<file path="src/rtl/ebrs_consts.vh">
// Constants for the Ethernet boot request sequencer
`ifndef EBRS_CONSTS_VH
`define EBRS_CONSTS_VH
`define EBRS_MODE_P0_ONLY 4'h8
`define EBRS_MODE_P0 4'h9
`define EBRS_MODE_P1 4'hA
`define EBRS_TX_LANE_CFG 32'h00000B21
`define EBRS_RX_LANE_CFG 32'h00089121
`define EBRS_SWITCH_CTRL 32'h000000E0
`define EBRS_WAIT_MS 25
`define EBRS_CLK_MHZ 125
`define EBRS_WAIT_CYC (`EBRS_WAIT_MS * 1000 * `EBRS_CLK_MHZ)
`define EBRS_REQ_LEN 38
`define EBRS_ETH_TYPE_HI 8'h08
`define EBRS_IP_VERLEN 8'h45
`define EBRS_IP_TOTLEN 16'h0148
`define EBRS_IP_ID 16'h0001
`define EBRS_IP_TTL 8'h10
`define EBRS_IP_PROTO 8'h11
`define EBRS_IP_CSUM 16'hA9A5
`define EBRS_UDP_SRC 16'h0044
`define EBRS_UDP_DST 16'h0009
`define EBRS_BT_MAGIC 16'h544B
`define EBRS_BT_OPCODE 8'h01
`define EBRS_APB_STATUS 12'h000
`define EBRS_APB_CTRL 12'h004
`define EBRS_APB_FRAMES 12'h008
`endif

</file>
<file path="src/rtl/ebrs_sequencer.v">
// Ethernet boot request sequencer: setup, wait, request frame, boot frames
// How it works
// Single-port variant boots only from port 0 with mode 1000b.
// Mode 1001b boots port 0, forwards on port 1.
// Mode 1010b boots port 1, forwards on port 0.
// Switch control loaded with 0x000000E0 flow-control value.
// Both port MAC source addresses get the fused MAC address.
// Switch DMA transmit, receive and lookup engine enabled.
// Lookup table cleared, then one entry with device MAC.
// All ports forward; gigabit media interface on ports 0 and 1.
// Boot port is link slave, other port master with autonegotiation.
// Wait about 25 ms after switch setup before sending.
// Init descriptors, then send request frame once, never again.
// Then wait for boot frames indefinitely, then start application.
// Frames on boot port not for us forward out other port.
// Each transmit lane config loaded with 0x00000B21.
// Each receive lane config loaded with 0x00089121.
// Transceiver PLL left at power-on defaults.
// Request header: broadcast, device MAC, type 0x0800.
// IPv4 header fields fixed as listed, checksum A9A5.
// UDP source port 68, destination port 9.
// Host boot frames start 0x544B, opcode 0x01, sequence from 0.
// Frames failing header checks dropped silently, next frame processed.
// Wait is a cycle counter at the real clock rate.
// Steps run in order: serdes, switch, wait, descriptors, send.
//
// Added by the designer: the APB register port and the register offsets.
`timescale 1ns/1ps
`include "ebrs_consts.vh"
module ebrs_sequencer #(
  parameter [31:0] WAIT_CYCLES = `EBRS_WAIT_CYC,
  parameter SINGLE_PORT = 0
) (
  // Clock and reset
  input wire core_clk,
  input wire srst,
  // Straps and fuses
  input wire [3:0] boot_mode,
  input wire [47:0] fuse_mac,
  // APB slave
  input wire psel,
  input wire penable,
  input wire pwrite,
  input wire [11:0] paddr,
  input wire [31:0] pwdata,
  output wire pready,
  output reg [31:0] prdata,
  output wire pslverr,
  // Switch configuration outputs
  output reg [31:0] serdes_tx_lane_config,
  output reg [31:0] serdes_rx_lane_config,
  output reg [31:0] switch_control,
  output reg [47:0] port0_mac_source_address,
  output reg [47:0] port1_mac_source_address,
  output reg switch_dma_tx_en,
  output reg switch_dma_rx_en,
  output reg lookup_en,
  output reg lookup_clear,
  output reg lookup_wr,
  output reg [47:0] lookup_entry,
  output reg [2:0] port_forward_en,
  output reg [1:0] gmii_en,
  output reg [1:0] port_link_master,
  output reg [1:0] port_autoneg_en,
  output reg boot_port,
  output reg desc_init,
  // Request frame byte stream
  output reg [7:0] tx_data,
  output reg tx_valid,
  output reg tx_last,
  input wire tx_ready,
  // Received boot-port byte stream
  input wire [7:0] rx_data,
  input wire rx_valid,
  input wire rx_sof,
  input wire rx_eof,
  input wire rx_for_us,
  // Forwarding and handoff
  output reg fwd_frame,
  output reg fwd_port,
  output reg [7:0] bt_data,
  output reg bt_valid,
  output reg app_start,
  output reg mode_error
);
  localparam S_IDLE = 8'h01;
  localparam S_SERDES = 8'h02;
  localparam S_SWITCH = 8'h04;
  localparam S_LOOKUP = 8'h08;
  localparam S_WAIT = 8'h10;
  localparam S_DESC = 8'h20;
  localparam S_SEND = 8'h40;
  localparam S_BOOT = 8'h80;
  localparam [15:0] IP_TOTLEN = `EBRS_IP_TOTLEN;
  localparam [15:0] IP_ID = `EBRS_IP_ID;
  localparam [15:0] IP_CSUM = `EBRS_IP_CSUM;
  localparam [15:0] UDP_SRC = `EBRS_UDP_SRC;
  localparam [15:0] UDP_DST = `EBRS_UDP_DST;
  localparam [15:0] BT_MAGIC = `EBRS_BT_MAGIC;

  reg [7:0] state;
  reg [7:0] next_state;
  reg [31:0] wait_cnt;
  reg [5:0] tx_idx;
  reg [3:0] mode_q;
  reg [47:0] mac_q;
  reg sent;
  reg [3:0] hdr_idx;
  reg hdr_ok;
  reg [7:0] exp_seq;
  reg [7:0] seq_q;
  reg [15:0] frames_ok;
  reg [15:0] frames_bad;
  reg done_req;
  reg [3:0] mode_meta;
  reg [3:0] mode_mid;
  reg [3:0] mode_last;
  reg [3:0] mode_sync;
  reg [47:0] mac_meta;
  reg [47:0] mac_mid;
  reg [47:0] mac_last;
  reg [47:0] mac_sync;

  // Request frame byte lookup
  function [7:0] req_byte;
    input [5:0] i;
    input [47:0] mac;
    begin
      case (i)
        6'd0, 6'd1, 6'd2, 6'd3, 6'd4, 6'd5: req_byte = 8'hFF;
        6'd6: req_byte = mac[47:40];
        6'd7: req_byte = mac[39:32];
        6'd8: req_byte = mac[31:24];
        6'd9: req_byte = mac[23:16];
        6'd10: req_byte = mac[15:8];
        6'd11: req_byte = mac[7:0];
        6'd12: req_byte = `EBRS_ETH_TYPE_HI;
        6'd14: req_byte = `EBRS_IP_VERLEN;
        6'd16: req_byte = IP_TOTLEN[15:8];
        6'd17: req_byte = IP_TOTLEN[7:0];
        6'd18: req_byte = IP_ID[15:8];
        6'd19: req_byte = IP_ID[7:0];
        6'd22: req_byte = `EBRS_IP_TTL;
        6'd23: req_byte = `EBRS_IP_PROTO;
        6'd24: req_byte = IP_CSUM[15:8];
        6'd25: req_byte = IP_CSUM[7:0];
        6'd34: req_byte = UDP_SRC[15:8];
        6'd35: req_byte = UDP_SRC[7:0];
        6'd36: req_byte = UDP_DST[15:8];
        6'd37: req_byte = UDP_DST[7:0];
        default: req_byte = 8'h00;
      endcase
    end
  endfunction

  // Mode check for supported Ethernet codes
  function mode_valid;
    input [3:0] m;
    begin
      // port0 only variant
      if (SINGLE_PORT != 0)
        mode_valid = (m == `EBRS_MODE_P0_ONLY);
      else
        mode_valid = (m == `EBRS_MODE_P0_ONLY) || (m == `EBRS_MODE_P0) || (m == `EBRS_MODE_P1);
    end
  endfunction

  // Strap and fuse synchronisers, new value once two stages agree
  always @(posedge core_clk) begin
    mode_meta <= boot_mode;
    mode_mid <= mode_meta;
    mode_last <= mode_mid;
    if (mode_mid == mode_last)
      mode_sync <= mode_last;
    mac_meta <= fuse_mac;
    mac_mid <= mac_meta;
    mac_last <= mac_mid;
    if (mac_mid == mac_last)
      mac_sync <= mac_last;
  end

  wire tx_fire = tx_valid && tx_ready;
  wire wait_done = (wait_cnt >= WAIT_CYCLES - 32'h00000001);

  // ordered step sequence
  always @* begin
    next_state = state;
    case (state)
      S_IDLE: next_state = mode_valid(mode_q) ? S_SERDES : S_IDLE;
      S_SERDES: next_state = S_SWITCH;
      S_SWITCH: next_state = S_LOOKUP;
      S_LOOKUP: next_state = S_WAIT;
      S_WAIT: next_state = wait_done ? S_DESC : S_WAIT;
      S_DESC: next_state = sent ? S_BOOT : S_SEND;
      S_SEND: next_state = (tx_fire && tx_last) ? S_BOOT : S_SEND;
      S_BOOT: next_state = S_BOOT;
      default: next_state = S_IDLE;
    endcase
  end

  always @(posedge core_clk) begin
    if (srst) begin
      state <= S_IDLE;
      mode_q <= 4'h0;
      mac_q <= 48'h000000000000;
      wait_cnt <= 32'h00000000;
      tx_idx <= 6'h00;
      sent <= 1'b0;
      serdes_tx_lane_config <= 32'h00000000;
      serdes_rx_lane_config <= 32'h00000000;
      switch_control <= 32'h00000000;
      port0_mac_source_address <= 48'h000000000000;
      port1_mac_source_address <= 48'h000000000000;
      switch_dma_tx_en <= 1'b0;
      switch_dma_rx_en <= 1'b0;
      lookup_en <= 1'b0;
      lookup_clear <= 1'b0;
      lookup_wr <= 1'b0;
      lookup_entry <= 48'h000000000000;
      port_forward_en <= 3'h0;
      gmii_en <= 2'h0;
      port_link_master <= 2'h0;
      port_autoneg_en <= 2'h0;
      boot_port <= 1'b0;
      desc_init <= 1'b0;
      tx_data <= 8'h00;
      tx_valid <= 1'b0;
      tx_last <= 1'b0;
      mode_error <= 1'b0;
    end else begin
      state <= next_state;
      lookup_clear <= 1'b0;
      lookup_wr <= 1'b0;
      desc_init <= 1'b0;
      if (state == S_IDLE) begin
        // mac and mode caught after reset release
        mode_q <= mode_sync;
        mac_q <= mac_sync;
        mode_error <= (mode_q != 4'h0) && !mode_valid(mode_q);
      end
      case (state)
        S_SERDES: begin
          // transmit lane value
          serdes_tx_lane_config <= `EBRS_TX_LANE_CFG;
          // receive lane value
          serdes_rx_lane_config <= `EBRS_RX_LANE_CFG;
          // pll untouched
        end
        S_SWITCH: begin
          // switch flow control
          switch_control <= `EBRS_SWITCH_CTRL;
          // source addresses
          port0_mac_source_address <= mac_q;
          port1_mac_source_address <= mac_q;
          // dma and lookup enable
          switch_dma_tx_en <= 1'b1;
          switch_dma_rx_en <= 1'b1;
          lookup_en <= 1'b1;
          // clear table first
          lookup_clear <= 1'b1;
          // forwarding and gmii
          port_forward_en <= 3'h7;
          gmii_en <= 2'h3;
          // boot port pick
          boot_port <= (mode_q == `EBRS_MODE_P1);
          // slave and master roles
          port_link_master <= (mode_q == `EBRS_MODE_P1) ? 2'h1 : 2'h2;
          port_autoneg_en <= (mode_q == `EBRS_MODE_P1) ? 2'h1 : 2'h2;
        end
        S_LOOKUP: begin
          // single entry insert
          lookup_wr <= 1'b1;
          lookup_entry <= mac_q;
        end
        S_WAIT: begin
          // autonegotiation wait counter
          wait_cnt <= wait_cnt + 32'h00000001;
        end
        S_DESC: begin
          // descriptor init
          desc_init <= 1'b1;
          tx_idx <= 6'h00;
        end
        S_SEND: begin
          // request frame bytes
          if (!tx_valid || tx_fire) begin
            if (tx_fire && tx_last) begin
              tx_valid <= 1'b0;
              tx_last <= 1'b0;
              // sent once only
              sent <= 1'b1;
            end else begin
              tx_data <= req_byte(tx_idx, mac_q);
              tx_valid <= 1'b1;
              tx_last <= (tx_idx == `EBRS_REQ_LEN - 1);
              tx_idx <= tx_idx + 6'h01;
            end
          end
        end
        default: begin
          tx_valid <= 1'b0;
        end
      endcase
    end
  end

  // boot frame reception
  always @(posedge core_clk) begin
    if (srst) begin
      hdr_idx <= 4'h0;
      hdr_ok <= 1'b0;
      exp_seq <= 8'h00;
      seq_q <= 8'h00;
      frames_ok <= 16'h0000;
      frames_bad <= 16'h0000;
      fwd_frame <= 1'b0;
      fwd_port <= 1'b0;
      bt_data <= 8'h00;
      bt_valid <= 1'b0;
      app_start <= 1'b0;
    end else begin
      bt_valid <= 1'b0;
      if (state == S_BOOT && rx_valid && !app_start) begin
        if (rx_sof) begin
          // forward frames not for us
          fwd_frame <= !rx_for_us;
          fwd_port <= ~boot_port;
          hdr_idx <= 4'h1;
          hdr_ok <= rx_for_us && (rx_data == BT_MAGIC[15:8]);
        end else if (!fwd_frame) begin
          // header check, silent drop
          case (hdr_idx)
            4'h1: hdr_ok <= hdr_ok && (rx_data == BT_MAGIC[7:0]);
            4'h2: hdr_ok <= hdr_ok && (rx_data == `EBRS_BT_OPCODE);
            4'h3: begin
              hdr_ok <= hdr_ok && (rx_data == exp_seq);
              seq_q <= rx_data;
            end
            default: begin
              bt_data <= rx_data;
              bt_valid <= hdr_ok;
            end
          endcase
          if (hdr_idx != 4'h4)
            hdr_idx <= hdr_idx + 4'h1;
        end
        if (rx_eof && !rx_sof) begin
          if (!fwd_frame && hdr_ok && hdr_idx == 4'h4) begin
            frames_ok <= frames_ok + 16'h0001;
            exp_seq <= seq_q + 8'h01;
          end else if (!fwd_frame) begin
            frames_bad <= frames_bad + 16'h0001;
          end
          fwd_frame <= 1'b0;
        end
      end
      // handoff when software signals table complete
      if (done_req && state == S_BOOT)
        app_start <= 1'b1;
    end
  end

  // APB registers
  assign pready = 1'b1;
  assign pslverr = psel && penable && !(paddr == `EBRS_APB_STATUS || paddr == `EBRS_APB_CTRL ||
    paddr == `EBRS_APB_FRAMES);

  always @(posedge core_clk) begin
    if (srst)
      done_req <= 1'b0;
    else if (psel && penable && pwrite && paddr == `EBRS_APB_CTRL)
      done_req <= pwdata[0];
  end

  always @(posedge core_clk) begin
    if (srst)
      prdata <= 32'h00000000;
    else if (psel && !penable && !pwrite) begin
      case (paddr)
        `EBRS_APB_STATUS: prdata <= {12'h000, mode_q, exp_seq, state};
        `EBRS_APB_CTRL: prdata <= {27'h0, mode_error, app_start, boot_port, sent, done_req};
        `EBRS_APB_FRAMES: prdata <= {frames_bad, frames_ok};
        default: prdata <= 32'h00000000;
      endcase
    end
  end
endmodule // ebrs_sequencer

</file>
<file path="config.mk">
export PLATFORM = sky130hd
export DESIGN_NAME = ebrs_sequencer
export DESIGN_NICKNAME = d
export VERILOG_FILES = /design/src/rtl/ebrs_sequencer.v
export VERILOG_INCLUDE_DIRS = /design/src /design/src/rtl
export SDC_FILE = /design/constraint.sdc
export NUM_CORES = 1
export LEC_CHECK = 0
export BUFFER_PORTS_ARGS = -buffer_cell sky130_fd_sc_hd__buf_4
export CELL_PAD_IN_SITES_DETAIL_PLACEMENT = 1
export CELL_PAD_IN_SITES_GLOBAL_PLACEMENT = 1
export CORE_ASPECT_RATIO = 0.7
export CORE_MARGIN = 2
export CORE_UTILIZATION = 44
export DETAILED_ROUTE_END_ITERATION = 7
export PLACE_DENSITY = 0.95
export SKIP_LAST_GASP = 1
export SLEW_MARGIN = 20
export SYNTH_ARGS = -nofsm -noshare
export SYNTH_HDL_FRONTEND = slang
export SYNTH_SLANG_ARGS = --single-unit
</file>
<file path="constraint.sdc">
create_clock -name core_clk -period 12.7 [get_ports core_clk]
set_input_delay 1.905 -clock core_clk [delete_from_list [all_inputs] [get_ports core_clk]]
set_output_delay 1.905 -clock core_clk [all_outputs]
set_load 0.03 [all_outputs]
</file>
======== After elaboration in Yosys (flattened, before gate mapping) ========
Index checks and enable logic that the tools add are counted.
word-level totals
  bits in latches ......................... 0
  flip-flop bits (word level) ............. 523
  bits in writable memories ............... 0
  output and inout port bits .............. 313
  input bits .............................. 114
  memories kept ........................... 0
  memory bits (read-only) ................. 0
cells by class
  shifts and indexed selects .............. 0
  add/subtract/negate cells ............... 6
  equal/unequal tests ..................... 49
  order comparisons ....................... 1
  reductions and logical operators ........ 58
  divide/modulo/power cells ............... 0
  multiply operators ...................... 0
  bitwise logic cells ..................... 8
  multiplexer cells ....................... 28
operators with widths
  cell                                                                                   number
  8-bit one-hot mux with 17 select lines                                                 1
  32-bit one-hot mux with 3 select lines                                                 1
  8-bit one-hot mux with 8 select lines                                                  1
  48-bit == test                                                                         1
  6-bit by 5-bit == test with 1-bit output, second input constant                        7
  6-bit by 4-bit == test with 1-bit output, second input constant                        6
  16-bit by 1-bit adder with 16-bit output, second input constant                        2
  32-bit by 1-bit adder with 32-bit output, second input constant                        1
  32-bit by 22-bit greater-or-equal comparator with 1-bit output, second input constant  1
  6-bit by 3-bit == test with 1-bit output, second input constant                        4
  8-bit by 7-bit == test with 1-bit output, second input constant                        3
  1-bit logical AND                                                                      19
  6-bit 2-to-1 mux                                                                       3
  3-bit AND reduction                                                                    6
  8-bit by 1-bit == test with 1-bit output, second input constant                        2
  8-bit 2-to-1 mux                                                                       2
  12-bit by 3-bit == test with 1-bit output, second input constant                       1
  12-bit by 4-bit == test with 1-bit output, second input constant                       1
  4-bit == test, second input constant                                                   3
  6-bit by 2-bit == test with 1-bit output, second input constant                        2
  6-bit == test, second input constant                                                   2
  12-bit zero test                                                                       1
  1-bit 2-to-1 mux                                                                       12
  4-bit 2-to-1 mux                                                                       3
  34 further kinds                                                                       65

======== Depth between registers and ports, before layout ========
Gate-level depths: netlist of run 1.
  depth in word-level cells ............... 7
  gate-level depth with buffers ........... 10
  mapped depth without buffers ............ 8

======== Worst setup path after synthesis of run 1 ========
Ideal clock, no wire load.
  kind .................................... in2out
  start point ............................. in paddr[2]
  end point ............................... out pslverr
  arrival time ............................ 2.801 ns
  path slack .............................. 7.994 ns
  stages .................................. 3
  path buffers ............................ 1
  required time ........................... 10.795 ns
  cells stage by stage .................... clkbuf_1 a21oi_1 nor2_1
between the ends
  word-level cells in the longest chain between the ends .. 5
  elaborated cells between the ends (all ways) .. 7
  classes of those cells .................. eq/ne: 2; reduce/logical: 5
ends and longest elaborated chain
  item                                                                                  RTL line              text
  from (decl)                                                                           ebrs_sequencer.v:44   input wire [11:0] paddr,
  12-bit by 3-bit == test with 1-bit output / 12-bit zero test (equally long branches)  --
  1-bit logical OR (no line)                                                            --
  1-bit logical OR (no line) *                                                          --
  1-bit zero test *                                                                     ebrs_sequencer.v:365  assign pslverr = psel && penable && !(paddr == `EBRS_APB_STATUS || paddr == `EBRS_APB_CTRL ||
  1-bit logical AND *                                                                   ebrs_sequencer.v:365
  to (decl)                                                                             ebrs_sequencer.v:48   output wire pslverr,
Every way passes the cells marked *; elsewhere a longest branch is shown, timed or not.

======== Worst setup path after layout of run 1 ========
  start point ............................. in paddr[1]
  end point ............................... out pslverr
Same word-level chain as after synthesis.

==> results.json, run 1 <==
{
  "cts_hold_buf": 0,
  "antenna_found_initial": 3,
  "post-route-period-util_pct": 38.5,
  "r2r-start": "state[0]",
  "maxClockFrequency_ghz": 0.205,
  "slew_viol_final": 0,
  "syn-cell-area_um2": 19100,
  "crit_arrival_ns": 2.98,
  "cts_sinks": 519,
  "post_cts_buffers": 0,
  "grt_use_total_pct": 28.0,
  "grt_max_degree": 105,
  "gp_routability_congestion": 0.902,
  "wl_met1_mm": 25.2,
  "layoutNonFillerInstCount": 2850,
  "async_flop_share_pct": 0,
  "cts_tree": "built",
  "p_clk_share_pct": 44.5,
  "synth-edff-count": 52,
  "cts_made_buffers": 49,
  "route.detailed.drc": 0,
  "ys_seq_area_share_pct": 57.0,
  "drt-pass1-iter-count": 6,
  "cts_root_buffer": "clkbuf_16",
  "finalHoldViolations": 0,
  "whs_ns": 0.324,
  "slew_headroom_pct": 28.0,
  "die_width_um": 253,
  "p_sw_mw": 0.806,
  "period_minus_slack_ns": 4.89,
  "core_um2": 42600,
  "maxCapViolations": 0,
  "seqCellArea_um2": 10900,
  "synth_warnings": 0,
  "htree_levels": 2,
  "multi_input_area_um2": 6970,
  "startpoint_type": "input pin",
  "seqPwrFrac_pct": 51.7,
  "dp_hpwl_mm": 44.1,
  "synth_flop_cell": "dfxtp_1",
  "dr.first_iter.drc_count": 1476,
  "dp.cells": 2758,
  "hold_class": "flop to flop",
  "drive_gt1_share_pct": 18.4,
  "tns_ns": 0,
  "met2WireLength_mm": 31.8,
  "finalSetupViolations": 0,
  "status": "finished clean",
  "synth_cell_types": 63,
  "dieArea_um2": 45200,
  "fp.dieH_um": 179,
  "nFillCells": 4762,
  "clockBufferDepth": 3,
  "area_delta_synth_final_pct": 18.9,
  "io_pins": 427,
  "num_vias": 15700,
  "crit_path_end_kind": "primary output",
  "p_per_area_nw_per_um2": 147,
  "crit_required_ns": 10.80,
  "clkTransAtPathRegs_ns": 0.06,
  "cp-startpoint": "paddr[1]",
  "clock_skew_ns": 0.0582,
  "worst_slew_pin_slew_ns": 1.08,
  "syn_inst": 2022,
  "top_layer": "met5",
  "initial_core_util_pct": 44.9,
  "clock_latency_ns": 0.62,
  "hold_start": "mac_meta[4]",
  "wl_met3_mm": 5.68,
  "post_drt_wl_per_cell_um": 23.1,
  "crit_fanout": 3,
  "route.antenna.remaining_nets": 0,
  "rsz0062_at_grt": "false",
  "internal-power_mw": 2.54,
  "layout.nets": 2351,
  "p_leak_nw": 8.93,
  "p_comb_share_pct": 3.8,
  "max-vdd-ir-drop_mv": 0.114,
  "post_cts_resized": 0,
  "std_cell_rows": 63,
  "switching_share_pct": 24.1,
  "grt-ovfl-total": 0,
  "postSynthAreaPerCell_um2": 9.47,
  "synth-seq-cells": 519,
  "grt_pass1_wl_mm": 96.8,
  "io_buffers": 312,
  "avgViaCountPerCell": 5.51,
  "grt_pass1_vias": 16200,
  "path_class": "input pin to primary output",
  "totalWireLength_mm": 65.8
}
==> power groups by stage <==
stage | registers (mW) | clock network, mW | logic, mW
after floorplan | 1.74 | 0 | 0.0996
after global placement | 1.76 | 0 | 0.113
after detailed placement | 1.76 | 0 | 0.120
after CTS | 1.73 | 1.50 | 0.123
after global routing | 1.73 | 1.57 | 0.134
final | 1.73 | 1.49 | 0.126
==> worst paths after layout <==
path	endpoint	slack (ns)	cells past startpoint
worst min register to register	mac_mid[4]	0.32	0
worst max-delay path	pslverr	7.81	6
worst max register to register	frames_bad[15]	9.48	6
worst min-delay path	mac_mid[4]	0.32	0
==> through the flow <==
| stage | util (%) | power (mW) | setup WS (ns) | cell area, um2 |
|---|---|---|---|---|
| 2_1_floorplan | - | 1.84 | 7.99 | 19400 |
| 3_3_place_gp | 49.5 | 1.87 | 7.84 | 21100 |
| 3_5_place_dp | 49.5 | 1.88 | 7.83 | 21100 |
| 4_1_cts | 53.3 | 3.35 | 7.82 | 22700 |
| 5_1_grt | 53.4 | 3.43 | 7.73 | 22800 |
| 6_report | 53.4 | 3.34 | 7.81 | 22800 |
==> layout make-up <==
type,count,area share (%)
antenna,2,0.0220
sequential,519,47.9
multi-input combinational,1310,30.6
clock inverter,18,0.946
inverter,21,0.346
clock buffer,71,6.11
tap,585,3.22
timing repair buffer,324,10.8
==> state kept, by name, indices dropped and copies added, names as in the netlist, 8 cells and up <==
signal                    flops
lookup_entry                 48
mac_last                     48
mac_meta                     48
mac_mid                      48
mac_q                        48
mac_sync                     48
port1_mac_source_address     48
prdata                       32
wait_cnt                     32
frames_bad                   16
frames_ok                    16
bt_data                       8
exp_seq                       8
seq_q                         8
state                         8
tx_data                       8
==> cell usage in the layout (no fill, tap or decap), drive strengths merged, types with 5 or more instances in the layout <==
| cell type | instances |
|---|---|
| nor3 | 37 |
| buf | 323 |
| a21oi | 207 |
| a211oi | 11 |
| clkbuf | 72 |
| ha | 12 |
| nor4 | 29 |
| a31oi | 5 |
| conb | 83 |
| and2 | 5 |
| nand2 | 386 |
| nor3b | 6 |
| and3 | 14 |
| edfxtp | 52 |
| dfxtp | 467 |
| xor2 | 81 |
| xnor2 | 35 |
| a22o | 6 |
| or3 | 15 |
| inv | 23 |
| clkinv | 14 |
| nor2b | 11 |
| nor2 | 134 |
| nand4b | 9 |
| o21ai | 60 |
| nand4 | 20 |
| a22oi | 21 |
| nand3 | 46 |
| mux2i | 23 |
| or4 | 5 |
==> critical path, cell delays in order <==
cell and delay [ns]:
buf_4 0.11, nor4_1 0.28, nand3_1 0.20, a21oi_1 0.21, nor2_1 0.10, buf_4 0.18
==> metal layers <==
metal  up-vias  track usage (%)
met4         2             12.8
li1       6976                -
met1      7715             34.6
met5         -                0
met2       804             47.1
met3       220             5.87
==> synth_stat cells (all sizes together), types with 9 or more instances <==
cell / number / area [um2]
nand3: 46 / 230
or3: 15 / 93.8
mux2i: 23 / 230
inv: 21 / 78.8
o21ai: 60 / 300
nor2b: 11 / 68.8
nor2: 134 / 503
edfxtp: 52 / 1560
a211oi: 11 / 82.6
nor4: 29 / 211
nand2: 386 / 1450
nand4b: 9 / 78.8
ha: 12 / 150
and3: 14 / 87.6
nor3: 37 / 185
nand4: 20 / 125
a21oi: 207 / 1040
xor2: 81 / 709
buf: 156 / 1160
xnor2: 35 / 307
clkbuf: 97 / 364
dfxtp: 467 / 9350
a22oi: 21 / 158
==> logic make-up after synthesis <==
group | synth area share (%)
DFF | 57.0
muxes | 1.20
other | 0.0392
AOI/OAI and AO/OA | 9.69
and+or+nand+nor | 17.6
adders and majority gates | 0.784
xor gates and xnor gates | 5.31
buffers and inverters | 8.40
Note: power is estimated with default switching activity, not from simulation.
==> inputs of run 2 (changes only) <==
--- a/config.mk
+++ b/config.mk
@@ -11,9 +11,9 @@
 export CELL_PAD_IN_SITES_GLOBAL_PLACEMENT = 1
 export CORE_ASPECT_RATIO = 0.7
 export CORE_MARGIN = 2
-export CORE_UTILIZATION = 44
+export CORE_UTILIZATION = 41
 export DETAILED_ROUTE_END_ITERATION = 7
-export PLACE_DENSITY = 0.95
+export PLACE_DENSITY = 0.92
 export SKIP_LAST_GASP = 1
 export SLEW_MARGIN = 20
 export SYNTH_ARGS = -nofsm -noshare
==> constraint.sdc (replaced) <==
create_clock -name core_clk -period 4.99 [get_ports core_clk]
set_input_delay 0.7485 -clock core_clk [delete_from_list [all_inputs] [get_ports core_clk]]
set_output_delay 0.7485 -clock core_clk [all_outputs]
set_load 0.03 [all_outputs]
==> results.json, run 2 (synthesized netlist as in run 1, its figures left out) <==
{
  "path_delay_family": "simple AND/OR/NAND/NOR gates",
  "grt_pass1_wl_mm": 89.8,
  "io_pins": 427,
  "grt_max_degree": 117,
  "fp.dieH_um": 185,
  "p_clk_share_pct": 44.9,
  "post-route-period-util_pct": 61.5,
  "avgViaCountPerCell": 5.25,
  "path_class": "flop to flop",
  "cts_made_buffers": 49,
  "clockBufferDepth": 3,
  "cts_sinks": 519,
  "dpl_worst_slack_ns": 1.62,
  "dp.cells": 2788,
  "layoutNonFillerInstCount": 2875,
  "final_cell_mix": "dfxtp_1 (467), nand2_1 (385), buf_4 (324), a21oi_1 (207), nor2_1 (133)",
  "dp_hpwl_mm": 42.2,
  "startpoint_type": "flop",
  "violations": "DRC",
  "crit_arrival_ns": 3.56,
  "antenna_found_initial": 3,
  "num_vias": 15100,
  "post_cts_resized": 0,
  "die_width_um": 262,
  "fin_util_pct": 49.4,
  "setup_ws_ns": 1.92,
  "area_delta_synth_final_pct": 19.2,
  "initial_core_util_pct": 41.4,
  "crit_required_ns": 5.48,
  "p_per_area_nw_per_um2": 374,
  "slew_viol_final": 0,
  "finalSetupViolations": 0,
  "clock_skew_ns": 0.0328,
  "route.detailed.drc": 1,
  "route.antenna.remaining_nets": 0,
  "clock_latency_ns": 0.60,
  "grt_use_total_pct": 23.6,
  "cts_root_buffer": "clkbuf_16",
  "finalHoldViolations": 0,
  "slowest_stage": "a21oi_1",
  "p_sw_mw": 1.98,
  "layout.nets": 2353,
  "internal-power_mw": 6.56,
  "maxClockFrequency_ghz": 0.326,
  "dr.first_iter.drc_count": 1257,
  "drive_gt1_share_pct": 18.3,
  "crit_path_end_kind": "flop",
  "max-vdd-ir-drop_mv": 0.287,
  "seqPwrFrac_pct": 51.5,
  "grt_pass1_vias": 15400,
  "clkTransAtPathRegs_ns": 0.07,
  "period_minus_slack_ns": 3.07,
  "tns_ns": 0,
  "cts_tree": "built",
  "core_um2": 46200,
  "num_antenna_cells": 0,
  "io_buffers": 312,
  "cts_hold_buf": 0,
  "post_drt_wl_per_cell_um": 21.1,
  "gp_routability_congestion": 0.877,
  "totalWireLength_mm": 60.7,
  "hold_class": "input pin to flop",
  "rsz0062_at_grt": "false",
  "status": "complete, but fails checks",
  "crit_chain": "nor4_1, nand4b_1, a21oi_1, nand4_1, or3_1, a211oi_1",
  "crit_fanout": 12,
  "total_power_mw": 8.54,
  "max_stage_delay_ns": 0.81,
  "post_cts_buffers": 0,
  "dieArea_um2": 48500,
  "p_comb_share_pct": 3.7,
  "drt-pass1-iter-count": 8,
  "switching_share_pct": 23.1,
  "slew_headroom_pct": 31.2,
  "layout_commonest_cell": "dfxtp_1",
  "maxCapViolations": 0,
  "worst_slew_pin_slew_ns": 1.03,
  "htree_levels": 2,
  "p_leak_nw": 8.93,
  "std_cell_rows": 66,
  "cp_num_buf_inv": 0,
  "grt-ovfl-total": 0
}
-- run 2: cell count changes in the layout (fill, tap and decap cells not counted), moves of 2 or more --
cell / before / now
buf_4: 322 / 324
bufinv_16: 2 / 4
clkinv_2: 11 / 4
diode_2: 2 / 0
-- run 2: final cells by class --
cell class                      count  area (um2)
Clock buffer                       72        1400
Fill cell                        5240       23400
Timing Repair Buffer              326        2470
Sequential cell                   519       10900
Tap cell                          612         766
Clock inverter                     15         235
Inverter                           21        78.8
Multi-Input combinational cell   1310        6960
-- run 2: path summary, 6_finish.rpt --
kind / end / from / depth (start not counted) / slack (ns)
setup / recovery: tx_idx[5] / state[0] / 6 / 1.92
hold / removal: mac_meta[8] / fuse_mac[8] / 1 / 0.25
setup reg to reg: tx_idx[5] / state[0] / 6 / 1.92
hold reg to reg: mac_mid[40] / mac_meta[40] / 0 / 0.32
-- run 2: metal layers --
| layer | global-route usage, % | vias up | wire [um] |
|---|---|---|---|
| met2 | 39.9 | 546 | 29500 |
| met3 | 6.13 | 138 | 4520 |
| met4 | 8.14 | 6 | 1900 |
| li1 | - | 6977 | - |
| met1 | 29.5 | 7428 | 24700 |
| met5 | 0 | - | 37 |
-- run 2: power by group through the flow --
stage / combinational, mW / sequential (mW) / clock (mW)
detailed placement: 0.302 / 4.48 / 0
CTS: 0.308 / 4.39 / 3.90
finish: 0.313 / 4.39 / 3.83
global route: 0.334 / 4.40 / 4.07
global placement: 0.290 / 4.47 / 0
floorplan: 0.253 / 4.43 / 0
-- run 2: through the flow --
| stage | instance area, um2 | hold WS (ns) |
|---|---|---|
| floorplan | 19400 | 0.310 |
| global placement | 21200 | 0.313 |
| detailed placement | 21200 | 0.313 |
| CTS | 22800 | 0.233 |
| global route | 22800 | 0.231 |
| finish | 22800 | 0.253 |
